[src/core/irq_ip_pkg.sv]
package irq_ip_pkg;

    localparam int unsigned ADDR_W      = 12;
    localparam int unsigned IDX_W       = 10;
    localparam int unsigned DATA_W      = 32;
    localparam int unsigned REG_W       = 8;
    localparam int unsigned LEVELS      = 8;

    // Register indices; the byte address on the bus is four times the index
    localparam logic [9:0] IDX_INSTR_PTR_HIGH = 10'h0DA;
    localparam logic [9:0] IDX_INSTR_PTR_LOW  = 10'h0DB;
    localparam logic [9:0] IDX_IRQ_LEVEL_MASK = 10'h0DD;

    // Field layout of the pointer halves
    localparam int unsigned IP_HIGH_LSB = 8;
    localparam int unsigned IP_LOW_LSB  = 0;

    // Reset values; the hardware leaves these undefined, zero is chosen
    localparam logic [7:0] RST_INSTR_PTR_HIGH = 8'h00;
    localparam logic [7:0] RST_INSTR_PTR_LOW  = 8'h00;
    localparam logic [7:0] RST_IRQ_LEVEL_MASK = 8'h00;

    localparam logic [1:0] RESP_OKAY   = 2'h0;
    localparam logic [1:0] RESP_SLVERR = 2'h2;

    function automatic logic is_mapped(input logic [9:0] idx);
        is_mapped = (idx == IDX_INSTR_PTR_HIGH) || (idx == IDX_INSTR_PTR_LOW)
                 || (idx == IDX_IRQ_LEVEL_MASK);
    endfunction : is_mapped

endpackage : irq_ip_pkg

[src/core/reg_access_if.sv]
`timescale 1ns/10ps
`default_nettype none
interface reg_access_if;
    logic       wr_en;
    logic [9:0] wr_idx;
    logic [7:0] wr_data;
    logic [9:0] rd_idx;
    logic [7:0] rd_data;
    logic       wr_hit;
    logic       rd_hit;
    logic [7:0] mask;
    logic [15:0] ip;

    modport ctrl (output wr_en, wr_idx, wr_data, rd_idx,
                  input  rd_data, wr_hit, rd_hit, mask, ip);
    modport bank (input  wr_en, wr_idx, wr_data, rd_idx,
                  output rd_data, wr_hit, rd_hit, mask, ip);
endinterface : reg_access_if
`default_nettype wire

[src/core/interrupt_mask_and_ip_regs.sv]
// Summary of operation
// - The level mask holds eight read/write bits, bit n for level n, 0 masks and 1 unmasks.
// - A level whose mask bit is 0 never reaches the CPU, whatever drives its request.
// - The pointer high byte is a read/write byte holding pointer bits 15 to 8.
// - The pointer low byte sits at its own index next to the high byte to form 16 bits.
// - The pointer low byte is read/write, holds pointer bits 7 to 0, reset value zero.
`timescale 1ns/10ps
`default_nettype none
module interrupt_mask_and_ip_regs (
    // Clock and reset
    input  wire logic                          clk,
    input  wire logic                          reset,
    // AXI4-Lite write address
    input  wire logic [irq_ip_pkg::ADDR_W-1:0] s_axi_awaddr,
    input  wire logic                          s_axi_awvalid,
    output var  logic                          s_axi_awready,
    // AXI4-Lite write data
    input  wire logic [irq_ip_pkg::DATA_W-1:0] s_axi_wdata,
    input  wire logic [3:0]                    s_axi_wstrb,
    input  wire logic                          s_axi_wvalid,
    output var  logic                          s_axi_wready,
    // AXI4-Lite write response
    output var  logic [1:0]                    s_axi_bresp,
    output var  logic                          s_axi_bvalid,
    input  wire logic                          s_axi_bready,
    // AXI4-Lite read address
    input  wire logic [irq_ip_pkg::ADDR_W-1:0] s_axi_araddr,
    input  wire logic                          s_axi_arvalid,
    output var  logic                          s_axi_arready,
    // AXI4-Lite read data
    output var  logic [irq_ip_pkg::DATA_W-1:0] s_axi_rdata,
    output var  logic [1:0]                    s_axi_rresp,
    output var  logic                          s_axi_rvalid,
    input  wire logic                          s_axi_rready,
    // Interrupt levels toward the CPU
    input  wire logic [irq_ip_pkg::LEVELS-1:0] level_request,
    output var  logic [irq_ip_pkg::LEVELS-1:0] recognized_request,
    // Instruction pointer
    output var  logic [15:0]                   instr_ptr
);
    import irq_ip_pkg::*;

    reg_access_if acc ();

    irq_ip_bank u_bank (
        .clk   (clk),
        .reset (reset),
        .acc   (acc)
    );

    ////////////////////////////////////////////////////////////////////////////
    // Write path

    logic              aw_full;
    logic              w_full;
    logic [ADDR_W-1:0] aw_addr;
    logic [7:0]        w_data;
    logic              w_lane0;

    wire aw_take  = s_axi_awvalid && s_axi_awready;
    wire w_take   = s_axi_wvalid && s_axi_wready;
    wire b_done   = s_axi_bvalid && s_axi_bready;
    wire do_write = aw_full && w_full && !s_axi_bvalid;
    wire aw_align = (aw_addr[1:0] == 2'h0);
    wire wr_ok    = aw_align && acc.wr_hit;

    // Only byte lane 0 carries register bits; upper lanes are don't-care
    assign acc.wr_idx  = aw_addr[ADDR_W-1:2];
    assign acc.wr_data = w_data;
    assign acc.wr_en   = do_write && wr_ok && w_lane0;

    always_ff @(posedge clk) begin
        if (reset) begin
            aw_full <= 1'b0;
            aw_addr <= '0;
        end else if (aw_take) begin
            aw_full <= 1'b1;
            aw_addr <= s_axi_awaddr;
        end else if (do_write) begin
            aw_full <= 1'b0;
        end
    end

    always_ff @(posedge clk) begin
        if (reset) begin
            w_full  <= 1'b0;
            w_data  <= 8'h00;
            w_lane0 <= 1'b0;
        end else if (w_take) begin
            w_full  <= 1'b1;
            w_data  <= s_axi_wdata[7:0];
            w_lane0 <= s_axi_wstrb[0];
        end else if (do_write) begin
            w_full <= 1'b0;
        end
    end

    // Ready stays low from acceptance until the response is taken, so one write at a time
    always_ff @(posedge clk) begin
        if (reset) begin
            s_axi_awready <= 1'b1;
            s_axi_wready  <= 1'b1;
        end else begin
            if (aw_take)     s_axi_awready <= 1'b0;
            else if (b_done) s_axi_awready <= 1'b1;
            if (w_take)      s_axi_wready  <= 1'b0;
            else if (b_done) s_axi_wready  <= 1'b1;
        end
    end

    always_ff @(posedge clk) begin
        if (reset) begin
            s_axi_bvalid <= 1'b0;
            s_axi_bresp  <= RESP_OKAY;
        end else if (do_write) begin
            s_axi_bvalid <= 1'b1;
            s_axi_bresp  <= wr_ok ? RESP_OKAY : RESP_SLVERR;
        end else if (b_done) begin
            s_axi_bvalid <= 1'b0;
        end
    end

    ////////////////////////////////////////////////////////////////////////////
    // Read path

    wire ar_take  = s_axi_arvalid && s_axi_arready;
    wire r_done   = s_axi_rvalid && s_axi_rready;
    wire rd_ok    = (s_axi_araddr[1:0] == 2'h0) && acc.rd_hit;

    assign acc.rd_idx = s_axi_araddr[ADDR_W-1:2];

    always_ff @(posedge clk) begin
        if (reset) begin
            s_axi_arready <= 1'b1;
            s_axi_rvalid  <= 1'b0;
            s_axi_rdata   <= '0;
            s_axi_rresp   <= RESP_OKAY;
        end else if (ar_take) begin
            s_axi_arready <= 1'b0;
            s_axi_rvalid  <= 1'b1;
            s_axi_rdata   <= rd_ok ? {24'h000000, acc.rd_data} : '0;
            s_axi_rresp   <= rd_ok ? RESP_OKAY : RESP_SLVERR;
        end else if (r_done) begin
            s_axi_arready <= 1'b1;
            s_axi_rvalid  <= 1'b0;
        end
    end

    ////////////////////////////////////////////////////////////////////////////
    // Toward the CPU

    // A masked level is cut here, so the CPU cannot see it at all
    wire [LEVELS-1:0] next_recognized = level_request & acc.mask;

    always_ff @(posedge clk) begin
        if (reset) begin
            recognized_request <= '0;
            instr_ptr          <= {RST_INSTR_PTR_HIGH, RST_INSTR_PTR_LOW};
        end else begin
            recognized_request <= next_recognized;
            instr_ptr          <= acc.ip;
        end
    end
endmodule : interrupt_mask_and_ip_regs
`default_nettype wire

[src/core/irq_ip_bank.sv]
`timescale 1ns/10ps
`default_nettype none
module irq_ip_bank (
    // Clock and reset
    input  wire logic         clk,
    input  wire logic         reset,
    // Register access
    reg_access_if.bank        acc
);
    import irq_ip_pkg::*;

    logic [7:0] irq_level_mask;
    logic [7:0] instr_ptr_high;
    logic [7:0] instr_ptr_low;

    wire wr_mask = acc.wr_en && (acc.wr_idx == IDX_IRQ_LEVEL_MASK);
    wire wr_high = acc.wr_en && (acc.wr_idx == IDX_INSTR_PTR_HIGH);
    wire wr_low  = acc.wr_en && (acc.wr_idx == IDX_INSTR_PTR_LOW);

    always_ff @(posedge clk) begin
        if (reset) begin
            irq_level_mask <= RST_IRQ_LEVEL_MASK;
            instr_ptr_high <= RST_INSTR_PTR_HIGH;
            instr_ptr_low  <= RST_INSTR_PTR_LOW;
        end else begin
            if (wr_mask) irq_level_mask <= acc.wr_data;
            if (wr_high) instr_ptr_high <= acc.wr_data;
            if (wr_low)  instr_ptr_low  <= acc.wr_data;
        end
    end

    assign acc.wr_hit  = is_mapped(acc.wr_idx);
    assign acc.rd_hit  = is_mapped(acc.rd_idx);
    assign acc.mask    = irq_level_mask;
    assign acc.ip      = {instr_ptr_high, instr_ptr_low};
    assign acc.rd_data = (acc.rd_idx == IDX_IRQ_LEVEL_MASK) ? irq_level_mask :
                         (acc.rd_idx == IDX_INSTR_PTR_HIGH) ? instr_ptr_high :
                         (acc.rd_idx == IDX_INSTR_PTR_LOW)  ? instr_ptr_low  : 8'h00;
endmodule : irq_ip_bank
`default_nettype wire

[config.mk]
export PLATFORM = sky130hd
export DESIGN_NAME = interrupt_mask_and_ip_regs
export DESIGN_NICKNAME = d
export VERILOG_FILES = /design/src/core/irq_ip_pkg.sv /design/src/core/reg_access_if.sv /design/src/core/interrupt_mask_and_ip_regs.sv /design/src/core/irq_ip_bank.sv
export SDC_FILE = /design/constraint.sdc
export NUM_CORES = 1
export LEC_CHECK = 0
export ABC_AREA = 1
export BUFFER_PORTS_ARGS = -buffer_cell sky130_fd_sc_hd__buf_2
export CELL_PAD_IN_SITES_DETAIL_PLACEMENT = 2
export CELL_PAD_IN_SITES_GLOBAL_PLACEMENT = 2
export CORE_MARGIN = 3
export CORE_UTILIZATION = 23
export DETAILED_ROUTE_END_ITERATION = 8
export PLACE_DENSITY_LB_ADDON = 0.1
export REMOVE_ABC_BUFFERS = 1
export SYNTH_ARGS = -nofsm -noshare
export SYNTH_HDL_FRONTEND = slang
export SYNTH_SLANG_ARGS = --single-unit
[constraint.sdc]
create_clock -name clk -period 1.5 [get_ports clk]
set_clock_uncertainty 0.15 [all_clocks]
set_input_delay 0.45 -clock clk [delete_from_list [all_inputs] [get_ports clk]]
set_output_delay 0.45 -clock clk [all_outputs]
set_load 0.02 [all_outputs]
* Word level (Yosys, flattened, before mapping)
Index checks and enable logic that the tools add are counted.
Operators by class: add/subtract/negate cells 0, multiply operators 0, div/mod/pow operators 0, magnitude comparators 0, equality and inequality tests 6, shifts and indexed selects 0, multiplexer cells 18, bitwise gates (word level) 1, reduce and logical (&&, ||, !) cells 27
Operators by type and width (count):
- $eq A10 B8 Y1 const B | 6
- $mux W8 | 4
- $logic_and A1 B1 Y1 | 14
- $mux W1 | 12
- $reduce_bool A2 Y1 | 6
- $and A8 B8 Y8 | 1
- $logic_not A2 Y1 | 2
- $logic_or A1 B1 Y1 | 4
- $mux W2 | 2
- $logic_not A1 Y1 | 1
Storage, ports and cells: bits in registers 112, bits in latches 0, RAM bits 0, memory bits (read-only) 0, word-level logic and storage cells 70, memories 0

* Logic depth before layout (Yosys ltp)
Gate-level depths: netlist of the first run.
depth after elaboration 7, gate-level depth with buffers 9, gate-level depth less buffers 9

* By module
From an unflattened synthesis of the first run, not the netlist that was laid out.
Unflattened totals: cell total of the unflattened synthesis 537, area total of the unflattened synthesis 3892.5 sq um
By module, submodules not included:
- interrupt_mask_and_ip_regs | instances 1, cells an instance 293, area each 2341.0 sq um, seq. area each 1241.2 sq um
- irq_ip_bank | instances 1, cells an instance 244, area each 1551.5 sq um, seq. area each 480.5 sq um

* Worst setup path after synthesis of the first run
No wires, ideal clock.
kind input port to flip-flop, start point input port s_axi_araddr[11] (netlist bit), end point register s_axi_rdata[0] (netlist bit), library setup time 66 ps, arrival time 1365 ps, required time 1284 ps, path slack -81 ps, cell stages on the path 9, path buffers 0, cells stage by stage nor2_4 > inv_4 > nor2_4 > nand2_2 > nand2_2 > nand2_4 > nor2_1 > nand2_1 > a21oi_2
Between the ends: cells in the longest elaborated chain, start to end 5, elaborated cells on any way between the ends 10, classes of those cells eq/ne (3); mux (4); reduce/logical (3)
Ends and longest elaborated chain:
- start, declared | RTL line interrupt_mask_and_ip_regs.sv:27 | input wire logic [irq_ip_pkg::ADDR_W-1:0] s_axi_araddr,
- $eq A10 B8 Y1 (on tied branches) | RTL line irq_ip_pkg.sv:27, irq_ip_bank.sv:38, irq_ip_bank.sv:37
- $mux W8 / $logic_or A1 B1 Y1 (equally long branches) | RTL line irq_ip_bank.sv:38, irq_ip_pkg.sv:27
- $mux W8 / $logic_or A1 B1 Y1 (equally long branches) | RTL line irq_ip_bank.sv:37, irq_ip_pkg.sv:28
- $mux W8 / $logic_and A1 B1 Y1 (equally long branches) | RTL line irq_ip_bank.sv:36, interrupt_mask_and_ip_regs.sv:128
- $mux W8 * | RTL line interrupt_mask_and_ip_regs.sv:141 | s_axi_rdata <= rd_ok ? {24'h000000, acc.rd_data} : '0;
- end signal, assigned | RTL line interrupt_mask_and_ip_regs.sv:141
- end, declared | RTL line interrupt_mask_and_ip_regs.sv:31 | output var logic [irq_ip_pkg::DATA_W-1:0] s_axi_rdata,
Every way passes the cells marked *; elsewhere a longest branch is shown, timed or not. A chain may end at the register's enable or synchronous reset.

* Final worst setup path of the first run
start point register aw_addr[6], end point register u_bank.irq_level_mask[1] (netlist: u_bank.acc.mask[1])
Between the ends: cells in the longest elaborated chain, start to end 7, elaborated cells on any way between the ends 9, classes of those cells eq/ne (3); reduce/logical (6)
Ends and longest elaborated chain:
- start, declared | RTL line interrupt_mask_and_ip_regs.sv:56 | logic [ADDR_W-1:0] aw_addr;
- start signal, assigned | RTL line interrupt_mask_and_ip_regs.sv:78 | aw_addr <= s_axi_awaddr;
- $eq A10 B8 Y1 | RTL line irq_ip_pkg.sv:27 | is_mapped = (idx == IDX_INSTR_PTR_HIGH) || (idx == IDX_INSTR_PTR_LOW)
- $logic_or A1 B1 Y1 | RTL line irq_ip_pkg.sv:27
- $logic_or A1 B1 Y1 | RTL line irq_ip_pkg.sv:28 | || (idx == IDX_IRQ_LEVEL_MASK);
- $logic_and A1 B1 Y1 | RTL line interrupt_mask_and_ip_regs.sv:65 | wire wr_ok = aw_align && acc.wr_hit;
- $logic_and A1 B1 Y1 (2 in a row) | RTL line interrupt_mask_and_ip_regs.sv:70 | assign acc.wr_en = do_write && wr_ok && w_lane0;
- $logic_and A1 B1 Y1 * | RTL line irq_ip_bank.sv:16 | wire wr_mask = acc.wr_en && (acc.wr_idx == IDX_IRQ_LEVEL_MASK);
- end signal, assigned | RTL line irq_ip_bank.sv:26 | if (wr_mask) irq_level_mask <= acc.wr_data;
- end, declared | RTL line irq_ip_bank.sv:12 | logic [7:0] irq_level_mask;
Marked as above.

==> results of run 1 <==
==> synthesized netlist by cell type (3+ instances only) <==
| cell | number |
|---|---|
| sky130_fd_sc_hd__a21oi_1 | 9 |
| sky130_fd_sc_hd__nor3_1 | 3 |
| sky130_fd_sc_hd__nor2_4 | 3 |
| sky130_fd_sc_hd__a21oi_2 | 8 |
| sky130_fd_sc_hd__o21ai_0 | 32 |
| sky130_fd_sc_hd__inv_1 | 48 |
| sky130_fd_sc_hd__clkbuf_1 | 8 |
| sky130_fd_sc_hd__buf_4 | 30 |
| sky130_fd_sc_hd__buf_6 | 3 |
| sky130_fd_sc_hd__nand3_1 | 12 |
| sky130_fd_sc_hd__nand2_1 | 83 |
| sky130_fd_sc_hd__nand4_1 | 17 |
| sky130_fd_sc_hd__nor2_1 | 119 |
| sky130_fd_sc_hd__dfxtp_1 | 86 |
==> power breakdown <==
part | total, uW | switching (uW) | internal (uW)
clock | 2400 | 938 | 1460
sequential | 2420 | 63.8 | 2350
combinational | 454 | 286 | 167
==> repair_timing <==
| item | in CTS | in global routing |
|---|---|---|
| endpoints found under the setup margin | 25 | 32 |
| pin swaps | 0 | 2 |
| setup buffers | 1 | 1 |
| gates cloned | 0 | 0 |
| gates resized for setup | 16 | 15 |
==> cell type report <==
cell class,count,area (um2)
Sequential cell,86,1730
Inverter,51,194
Timing Repair Buffer,114,749
Fill cell,1818,10500
Multi-Input combinational cell,325,1510
Clock inverter,6,86.3
Tap cell,211,264
Clock buffer,10,229
==> registers in the layout (all words and copies together), names as in the netlist, 8 cells and up <==
register               count
acc.wr_data                8
u_bank.acc.mask            8
aw_addr                   12
instr_ptr                 16
s_axi_rdata                8
u_bank.instr_ptr_high      8
u_bank.instr_ptr_low       8
recognized_request         8
==> placed cells by master (no fill, tap or decap), types with 6 or more instances in the layout <==
cell type and count:
sky130_fd_sc_hd__a21oi_1 9, sky130_fd_sc_hd__buf_4 24, sky130_fd_sc_hd__nand3_1 12, sky130_fd_sc_hd__dfxtp_1 81, sky130_fd_sc_hd__inv_1 47, sky130_fd_sc_hd__a21oi_2 8
sky130_fd_sc_hd__clkbuf_16 9, sky130_fd_sc_hd__buf_2 80, sky130_fd_sc_hd__o21ai_1 6, sky130_fd_sc_hd__buf_12 6, sky130_fd_sc_hd__nor2_1 118, sky130_fd_sc_hd__o21ai_0 26
sky130_fd_sc_hd__conb_1 26, sky130_fd_sc_hd__nand4_1 17, sky130_fd_sc_hd__nand2_1 81
==> metal layers <==
layer	track usage [%]	vias to the layer above	share of wire, %
met2	20.8	78	47
met5	0	-	0
met3	2.52	9	4.4
met1	17.4	1544	48
met4	4.54	0	1.3
li1	-	1653	-
==> tightest hold or removal path, delay by kind of cell <==
family	cells	cell delay, ns
buffers and inverters	1	0.07
AND/OR/NAND/NOR	2	0.11
==> metrics by stage <==
stage                     instances  total power [uW]  worst slack (ns)  utilization (%)  TNS, ns
after floorplan                 462              2680            -0.206                -    -3.29
after global placement          785              2900            -0.220             28.5    -3.23
after detailed placement        785              2910            -0.261             28.5    -4.07
after CTS                       802              5370           -0.0791             30.9    -1.05
after global routing            803              5550            -0.199             31.2    -3.85
final                           803              5270           -0.0541             31.2   -0.980
==> how the worst max path moves through the flow <==
stage	from	to	slack, ns
after global routing	aw_addr[7]$_SDFFE_PP0P_	u_bank.instr_ptr_high[6]$_SDFFE_PP0P_	-0.20
after CTS	aw_addr[7]$_SDFFE_PP0P_	u_bank.instr_ptr_high[5]$_SDFFE_PP0P_	-0.08
after global placement	s_axi_araddr[11]	s_axi_rdata[1]$_SDFFE_PP0P_	-0.22
final	aw_addr[6]$_SDFFE_PP0P_	u_bank.acc.mask[1]$_SDFFE_PP0P_	-0.05
after detailed placement	s_axi_araddr[11]	s_axi_rdata[1]$_SDFFE_PP0P_	-0.26
after floorplan	s_axi_araddr[7]	s_axi_rdata[0]$_SDFFE_PP0P_	-0.21
==> cells by family (layout without fill, tap and decap cells) <==
group                  Yosys count  after routing  share of synthesized area (%)
flip-flops                      86             86                           47.9
AO/OA/AOI/OAI                   51             51                           7.93
buffers and inverters           94            181                           13.7
AND/OR/NAND/NOR                248            248                           30.4
other                            1             26                          0.104
==> impl_metrics.xml, run 1 <==
<?xml version="1.0" encoding="UTF-8"?>
<metrics>
  <group name="outcome">
    <metric name="status" unit="">finished, violations left</metric>
    <metric name="violations_in_the_final_reports" unit="">setup timing</metric>
  </group>
  <group name="floorplanning">
    <metric name="effective_utilization_at_floorplan" unit="%">23.6</metric>
    <metric name="die_w" unit="um">131</metric>
    <metric name="dieArea" unit="um2">17200</metric>
    <metric name="count_of_standard_cell_rows" unit="">45</metric>
    <metric name="dieHeight" unit="um">131</metric>
    <metric name="fp.coreArea" unit="um2">15300</metric>
    <metric name="top_level_ports" unit="">140</metric>
  </group>
  <group name="logic_synthesis">
    <metric name="synthDominantAreaCellType" unit="">sky130_fd_sc_hd__dfxtp_1</metric>
    <metric name="synthDominantCellAreaShare" unit="%">47.9</metric>
    <metric name="synthCells" unit="">480</metric>
    <metric name="ys_dominant_reg_cell" unit="">sky130_fd_sc_hd__dfxtp_1</metric>
    <metric name="syn_avg_cell_area" unit="um2">7.49</metric>
    <metric name="synthesis.yosys.warnings" unit="">0</metric>
    <metric name="synth_cell_types" unit="">28</metric>
    <metric name="synth_top_cells_by_area" unit="">sky130_fd_sc_hd__dfxtp_1 48%, sky130_fd_sc_hd__nor2_1 12%, sky130_fd_sc_hd__nand2_1 8.7%</metric>
    <metric name="synth_edf_count" unit="">0</metric>
    <metric name="synth-seq-area-share" unit="%">47.9</metric>
    <metric name="yosys_register_bits" unit="">86</metric>
    <metric name="syn-cell-area" unit="um2">3600</metric>
    <metric name="synth-async-reset-ratio" unit="%">0</metric>
  </group>
  <group name="global_route">
    <metric name="gr-total-overflow" unit="">0</metric>
    <metric name="grt_usage" unit="%">13.0</metric>
    <metric name="antenna_violations_before_repair" unit="">0</metric>
    <metric name="grt_max_degree" unit="">29</metric>
    <metric name="grt_pass1_wl" unit="um">17400</metric>
    <metric name="grt_pass1_vias" unit="">3477</metric>
  </group>
  <group name="sta">
    <metric name="setup_violators_final" unit="">25</metric>
    <metric name="min_period" unit="ns">1.55</metric>
    <metric name="fmax" unit="MHz">643</metric>
    <metric name="rsz_0062_raised_after_global_routing" unit="">true</metric>
    <metric name="drv_slew" unit="">0</metric>
    <metric name="fin_worst_hold_slack" unit="ns">0.177</metric>
    <metric name="min_period_over_period" unit="%">104</metric>
    <metric name="final_critical_path_setup_slack" unit="ns">-0.0541</metric>
    <metric name="number_of_hold_violations_in_the_final_report" unit="">0</metric>
  </group>
  <group name="clocking">
    <metric name="holdBufCountCts" unit="">0</metric>
    <metric name="htree_num_levels" unit="">3</metric>
    <metric name="path_clk_slew" unit="ns">0.07</metric>
    <metric name="cts_made_buffers" unit="">9</metric>
    <metric name="cts.sinks" unit="">86</metric>
    <metric name="cts_root_buffer" unit="">sky130_fd_sc_hd__clkbuf_16</metric>
    <metric name="worst_skew_pair.late_latency" unit="ns">0.34</metric>
    <metric name="cts_max_path_buffers" unit="">2</metric>
    <metric name="cts_tree" unit="">built</metric>
  </group>
  <group name="critical_path">
    <metric name="cp-start-kind" unit="">flop</metric>
    <metric name="worstReg2RegStart" unit="">aw_addr[6]$_SDFFE_PP0P_</metric>
    <metric name="timing.critical_path.depth" unit="">7</metric>
    <metric name="worstSetupEndpointType" unit="">flop</metric>
    <metric name="r2r_cells" unit="">7</metric>
    <metric name="critical_path.cell_chain" unit="">nand4_1 -&gt; buf_4 -&gt; nor3_4 -&gt; nand3_2 -&gt; buf_8 -&gt; o21ai_1 -&gt; nor2_1</metric>
    <metric name="category_of_cells_accounting_for_the_largest_share_of_critical_path_delay" unit="">simple AND/OR/NAND/NOR gates</metric>
    <metric name="r2r_end" unit="">u_bank.acc.mask[1]$_SDFFE_PP0P_</metric>
    <metric name="worst-r2r-setup-slack" unit="ns">-0.05</metric>
    <metric name="worstPathArrival" unit="ns">1.64</metric>
    <metric name="critical_path.slowest_cell" unit="">sky130_fd_sc_hd__dfxtp_1</metric>
    <metric name="critPathRequiredTime" unit="ns">1.58</metric>
    <metric name="worst-path-buf-inv" unit="">2</metric>
    <metric name="critical_path.max_stage_delay" unit="ns">0.34</metric>
    <metric name="critical_path.max_fanout" unit="">16</metric>
    <metric name="setup.worst_path.class" unit="">reg2reg</metric>
  </group>
  <group name="detailed_routing">
    <metric name="first_pass_iters" unit="">4</metric>
    <metric name="post_detailed_routing_wire_length" unit="um">10600</metric>
    <metric name="detailroute.via_count" unit="">3284</metric>
    <metric name="routed_via_density" unit="">4.09</metric>
    <metric name="drt_first_iter_violations" unit="">108</metric>
    <metric name="detail-route-antenna-nets" unit="">0</metric>
    <metric name="avgRoutedWirePerCell" unit="um">13.2</metric>
    <metric name="post-route-drc-count" unit="">0</metric>
  </group>
  <group name="finish">
    <metric name="finalNetCount" unit="">662</metric>
    <metric name="num_antenna_cells" unit="">0</metric>
    <metric name="syn2layout_area_growth" unit="%">32.3</metric>
    <metric name="drive_gt1_share" unit="%">27.9</metric>
    <metric name="fin_area" unit="um2">4760</metric>
  </group>
  <group name="placement">
    <metric name="sum_of_net_half_perimeters_after_detailed_placement" unit="um">8250</metric>
    <metric name="port_buffers" unit="">86</metric>
    <metric name="area_of_placed_instances" unit="um2">4360</metric>
    <metric name="place.gp.congestion" unit="">0.728</metric>
  </group>
  <group name="worst_hold_path">
    <metric name="hold_path_end" unit="">recognized_request[7]$_SDFF_PP0_</metric>
    <metric name="min_path_type" unit="">in2reg</metric>
    <metric name="min_from" unit="">level_request[7]</metric>
    <metric name="number_of_stages_on_the_worst_hold_path" unit="">3</metric>
  </group>
  <group name="power_and_ir_drop">
    <metric name="ir_drop" unit="uV">590</metric>
    <metric name="power.density" unit="nW/um2">1110</metric>
    <metric name="leakage" unit="uW">0.00237</metric>
  </group>
  <group name="flow_run">
    <metric name="maxCapViolations" unit="">0</metric>
  </group>
</metrics>
No activity file was read; power rests on OpenSTA's default activity.
==> inputs of run 2 (changes only) <==
--- a/config.mk
+++ b/config.mk
@@ -10,7 +10,7 @@
 export CELL_PAD_IN_SITES_DETAIL_PLACEMENT = 2
 export CELL_PAD_IN_SITES_GLOBAL_PLACEMENT = 2
 export CORE_MARGIN = 3
-export CORE_UTILIZATION = 23
+export CORE_UTILIZATION = 26
 export DETAILED_ROUTE_END_ITERATION = 8
 export PLACE_DENSITY_LB_ADDON = 0.1
 export REMOVE_ABC_BUFFERS = 1
==> constraint.sdc (replaced) <==
create_clock -name clk -period 1.7 [get_ports clk]
set_clock_uncertainty 0.15 [all_clocks]
set_input_delay 0.51 -clock clk [delete_from_list [all_inputs] [get_ports clk]]
set_output_delay 0.51 -clock clk [all_outputs]
set_load 0.02 [all_outputs]
==> impl_metrics.xml, run 2 (synthesis results as in run 1) <==
<?xml version="1.0" encoding="UTF-8"?>
<metrics>
  <group name="sta">
    <metric name="fmax" unit="MHz">603</metric>
    <metric name="tns" unit="ns">0</metric>
    <metric name="fin_worst_hold_slack" unit="ns">0.237</metric>
    <metric name="number_of_hold_violations_in_the_final_report" unit="">0</metric>
    <metric name="setup_violators_final" unit="">0</metric>
    <metric name="min_period" unit="ns">1.66</metric>
    <metric name="drv_slew" unit="">0</metric>
    <metric name="min_period_over_period" unit="%">97.5</metric>
    <metric name="rsz_0062_raised_after_global_routing" unit="">true</metric>
  </group>
  <group name="critical_path">
    <metric name="r2r_end" unit="">u_bank.instr_ptr_high[2]$_SDFFE_PP0P_</metric>
    <metric name="critical_path.max_stage_delay" unit="ns">0.32</metric>
    <metric name="critical_path.slowest_cell" unit="">sky130_fd_sc_hd__dfxtp_2</metric>
    <metric name="r2r_cells" unit="">8</metric>
    <metric name="cpMostUsedCell" unit="">sky130_fd_sc_hd__nor2_1</metric>
    <metric name="cp-start-kind" unit="">flop</metric>
    <metric name="worstSetupEndpointType" unit="">flop</metric>
    <metric name="category_of_cells_accounting_for_the_largest_share_of_critical_path_delay" unit="">simple AND/OR/NAND/NOR gates</metric>
    <metric name="worstReg2RegStart" unit="">aw_addr[7]$_SDFFE_PP0P_</metric>
    <metric name="critical_path.max_fanout" unit="">8</metric>
    <metric name="setup.worst_path.class" unit="">reg2reg</metric>
    <metric name="critPathRequiredTime" unit="ns">1.79</metric>
    <metric name="worst-path-buf-inv" unit="">3</metric>
    <metric name="worst-r2r-setup-slack" unit="ns">0.04</metric>
    <metric name="worstPathArrival" unit="ns">1.75</metric>
    <metric name="critical_path.cell_chain" unit="">inv_2 -&gt; nand4_1 -&gt; buf_4 -&gt; nor3_4 -&gt; nand4_4 -&gt; clkbuf_16 -&gt; nor2_1 -&gt; nor2_1</metric>
  </group>
  <group name="floorplanning">
    <metric name="effective_utilization_at_floorplan" unit="%">26.8</metric>
    <metric name="dieArea" unit="um2">15300</metric>
    <metric name="count_of_standard_cell_rows" unit="">42</metric>
    <metric name="fp.coreArea" unit="um2">13400</metric>
    <metric name="die_w" unit="um">124</metric>
    <metric name="dieHeight" unit="um">124</metric>
    <metric name="top_level_ports" unit="">140</metric>
  </group>
  <group name="power_and_ir_drop">
    <metric name="p_int" unit="uW">3230</metric>
    <metric name="sw_frac_of_total" unit="%">26.1</metric>
    <metric name="power.clock.fraction" unit="%">42.4</metric>
    <metric name="power_frac_comb" unit="%">8.8</metric>
    <metric name="sequential_group_share_of_total_power" unit="%">48.8</metric>
    <metric name="leakage" unit="uW">0.00233</metric>
    <metric name="ir_drop" unit="uV">465</metric>
    <metric name="switchingPower" unit="uW">1140</metric>
    <metric name="power.density" unit="nW/um2">939</metric>
  </group>
  <group name="detailed_routing">
    <metric name="post_detailed_routing_wire_length" unit="um">10600</metric>
    <metric name="routed_via_density" unit="">4.26</metric>
    <metric name="avgRoutedWirePerCell" unit="um">13.8</metric>
    <metric name="detail-route-antenna-nets" unit="">0</metric>
    <metric name="drt_first_iter_violations" unit="">72</metric>
    <metric name="detailroute.via_count" unit="">3267</metric>
    <metric name="post-route-drc-count" unit="">0</metric>
    <metric name="first_pass_iters" unit="">4</metric>
  </group>
  <group name="global_route">
    <metric name="grt_pass1_vias" unit="">3393</metric>
    <metric name="gr-total-overflow" unit="">0</metric>
    <metric name="antenna_violations_before_repair" unit="">0</metric>
    <metric name="grt_usage" unit="%">14.1</metric>
    <metric name="grt_max_degree" unit="">51</metric>
    <metric name="grt_pass1_wl" unit="um">16400</metric>
  </group>
  <group name="clocking">
    <metric name="cts_made_buffers" unit="">9</metric>
    <metric name="cts_max_path_buffers" unit="">2</metric>
    <metric name="cts_tree" unit="">built</metric>
    <metric name="worst_skew_pair.late_latency" unit="ns">0.35</metric>
    <metric name="htree_num_levels" unit="">3</metric>
    <metric name="cts.sinks" unit="">86</metric>
    <metric name="cts_root_buffer" unit="">sky130_fd_sc_hd__clkbuf_16</metric>
    <metric name="holdBufCountCts" unit="">0</metric>
    <metric name="path_clk_slew" unit="ns">0.06</metric>
  </group>
  <group name="placement">
    <metric name="sum_of_net_half_perimeters_after_detailed_placement" unit="um">7840</metric>
    <metric name="port_buffers" unit="">86</metric>
    <metric name="area_of_placed_instances" unit="um2">4220</metric>
    <metric name="place.gp.congestion" unit="">0.737</metric>
  </group>
  <group name="finish">
    <metric name="biggestRegsByFlops" unit="">instr_ptr: 16 flops, aw_addr: 12 flops</metric>
    <metric name="max_flop_register" unit="">instr_ptr</metric>
    <metric name="layout_common_cells" unit="">116 x sky130_fd_sc_hd__nor2_1, 86 x sky130_fd_sc_hd__buf_2, 79 x sky130_fd_sc_hd__nand2_1, 79 x sky130_fd_sc_hd__dfxtp_1, 46 x sky130_fd_sc_hd__inv_1</metric>
    <metric name="fillers" unit="">1600</metric>
    <metric name="drive_gt1_share" unit="%">28.4</metric>
    <metric name="syn2layout_area_growth" unit="%">29.4</metric>
    <metric name="max_reg_flops" unit="">16</metric>
    <metric name="finalCoreUtilization" unit="%">34.7</metric>
    <metric name="mostFrequentLayoutCell" unit="">sky130_fd_sc_hd__nor2_1</metric>
    <metric name="finalNetCount" unit="">661</metric>
    <metric name="fin_area" unit="um2">4650</metric>
    <metric name="num_antenna_cells" unit="">0</metric>
  </group>
  <group name="worst_hold_path">
    <metric name="min_path_type" unit="">in2reg</metric>
    <metric name="number_of_stages_on_the_worst_hold_path" unit="">3</metric>
    <metric name="hold_path_end" unit="">recognized_request[6]$_SDFF_PP0_</metric>
    <metric name="min_from" unit="">level_request[6]</metric>
  </group>
  <group name="outcome">
    <metric name="status" unit="">completed</metric>
  </group>
  <group name="flow_run">
    <metric name="maxCapViolations" unit="">0</metric>
  </group>
</metrics>
run 2: worst max-delay path by stage:
stage,from,depth (start not counted),to,slack [ns]
after floorplan,s_axi_araddr[7],9,s_axi_rdata[0]$_SDFFE_PP0P_,-0.07
after global placement,s_axi_araddr[3],10,s_axi_rdata[5]$_SDFFE_PP0P_,-0.05
after detailed placement,s_axi_araddr[11],10,s_axi_rdata[5]$_SDFFE_PP0P_,-0.08
after CTS,aw_addr[7]$_SDFFE_PP0P_,8,u_bank.instr_ptr_low[5]$_SDFFE_PP0P_,0.003
after global routing,aw_addr[7]$_SDFFE_PP0P_,9,u_bank.instr_ptr_high[3]$_SDFFE_PP0P_,-0.04
final,aw_addr[7]$_SDFFE_PP0P_,8,u_bank.instr_ptr_high[2]$_SDFFE_PP0P_,0.04
run 2: stage by stage:
| step | cells | setup WS, ns | total power, uW |
|---|---|---|---|
| after floorplan | 462 | -0.0655 | 2360 |
| after detailed placement | 745 | -0.0839 | 2540 |
| final | 767 | 0.0424 | 4370 |
| after CTS | 761 | 0.00275 | 4430 |
| after global placement | 745 | -0.0453 | 2530 |
| after global routing | 767 | -0.0373 | 4570 |
run 2: area by class of cell:
cell class / count / area, um2 / area share, %
sequential: 86 / 1730 / 37.2
multi-input combinational: 325 / 1540 / 33.1
clock buffer: 12 / 246 / 5.30
inverter: 51 / 196 / 4.22
timing repair buffer: 113 / 696 / 14.9
tap: 176 / 220 / 4.73
clock inverter: 4 / 22.5 / 0.484
run 2: timing repair:
action	4_1_cts	5_1_grt
gates resized for setup	1	29
pin swaps	0	4
setup endpoints to repair	1	16
setup buffers	0	5
cloned	0	1
run 2: routing by layer:
layer	up-vias	share of wire [%]	track usage [%]
li1	1653	-	-
met1	1523	46	17.0
met2	79	47	24.1
met3	12	4.5	2.59
met4	0	1.9	6.64
met5	-	0	0
run 2: worst min-delay path, stage by stage:
cell and delay [ns]:
sky130_fd_sc_hd__buf_2 0.10, sky130_fd_sc_hd__nand2_1 0.05, sky130_fd_sc_hd__nor2_1 0.03
run 2: power by group through the flow:
stage               logic (uW)  registers [uW]  clock network [uW]
floorplan                  190            2170                   0
global placement           359            2170                   0
detailed placement         371            2170                   0
CTS                        373            2130                1930
global route               435            2140                1990
finish                     384            2130                1850
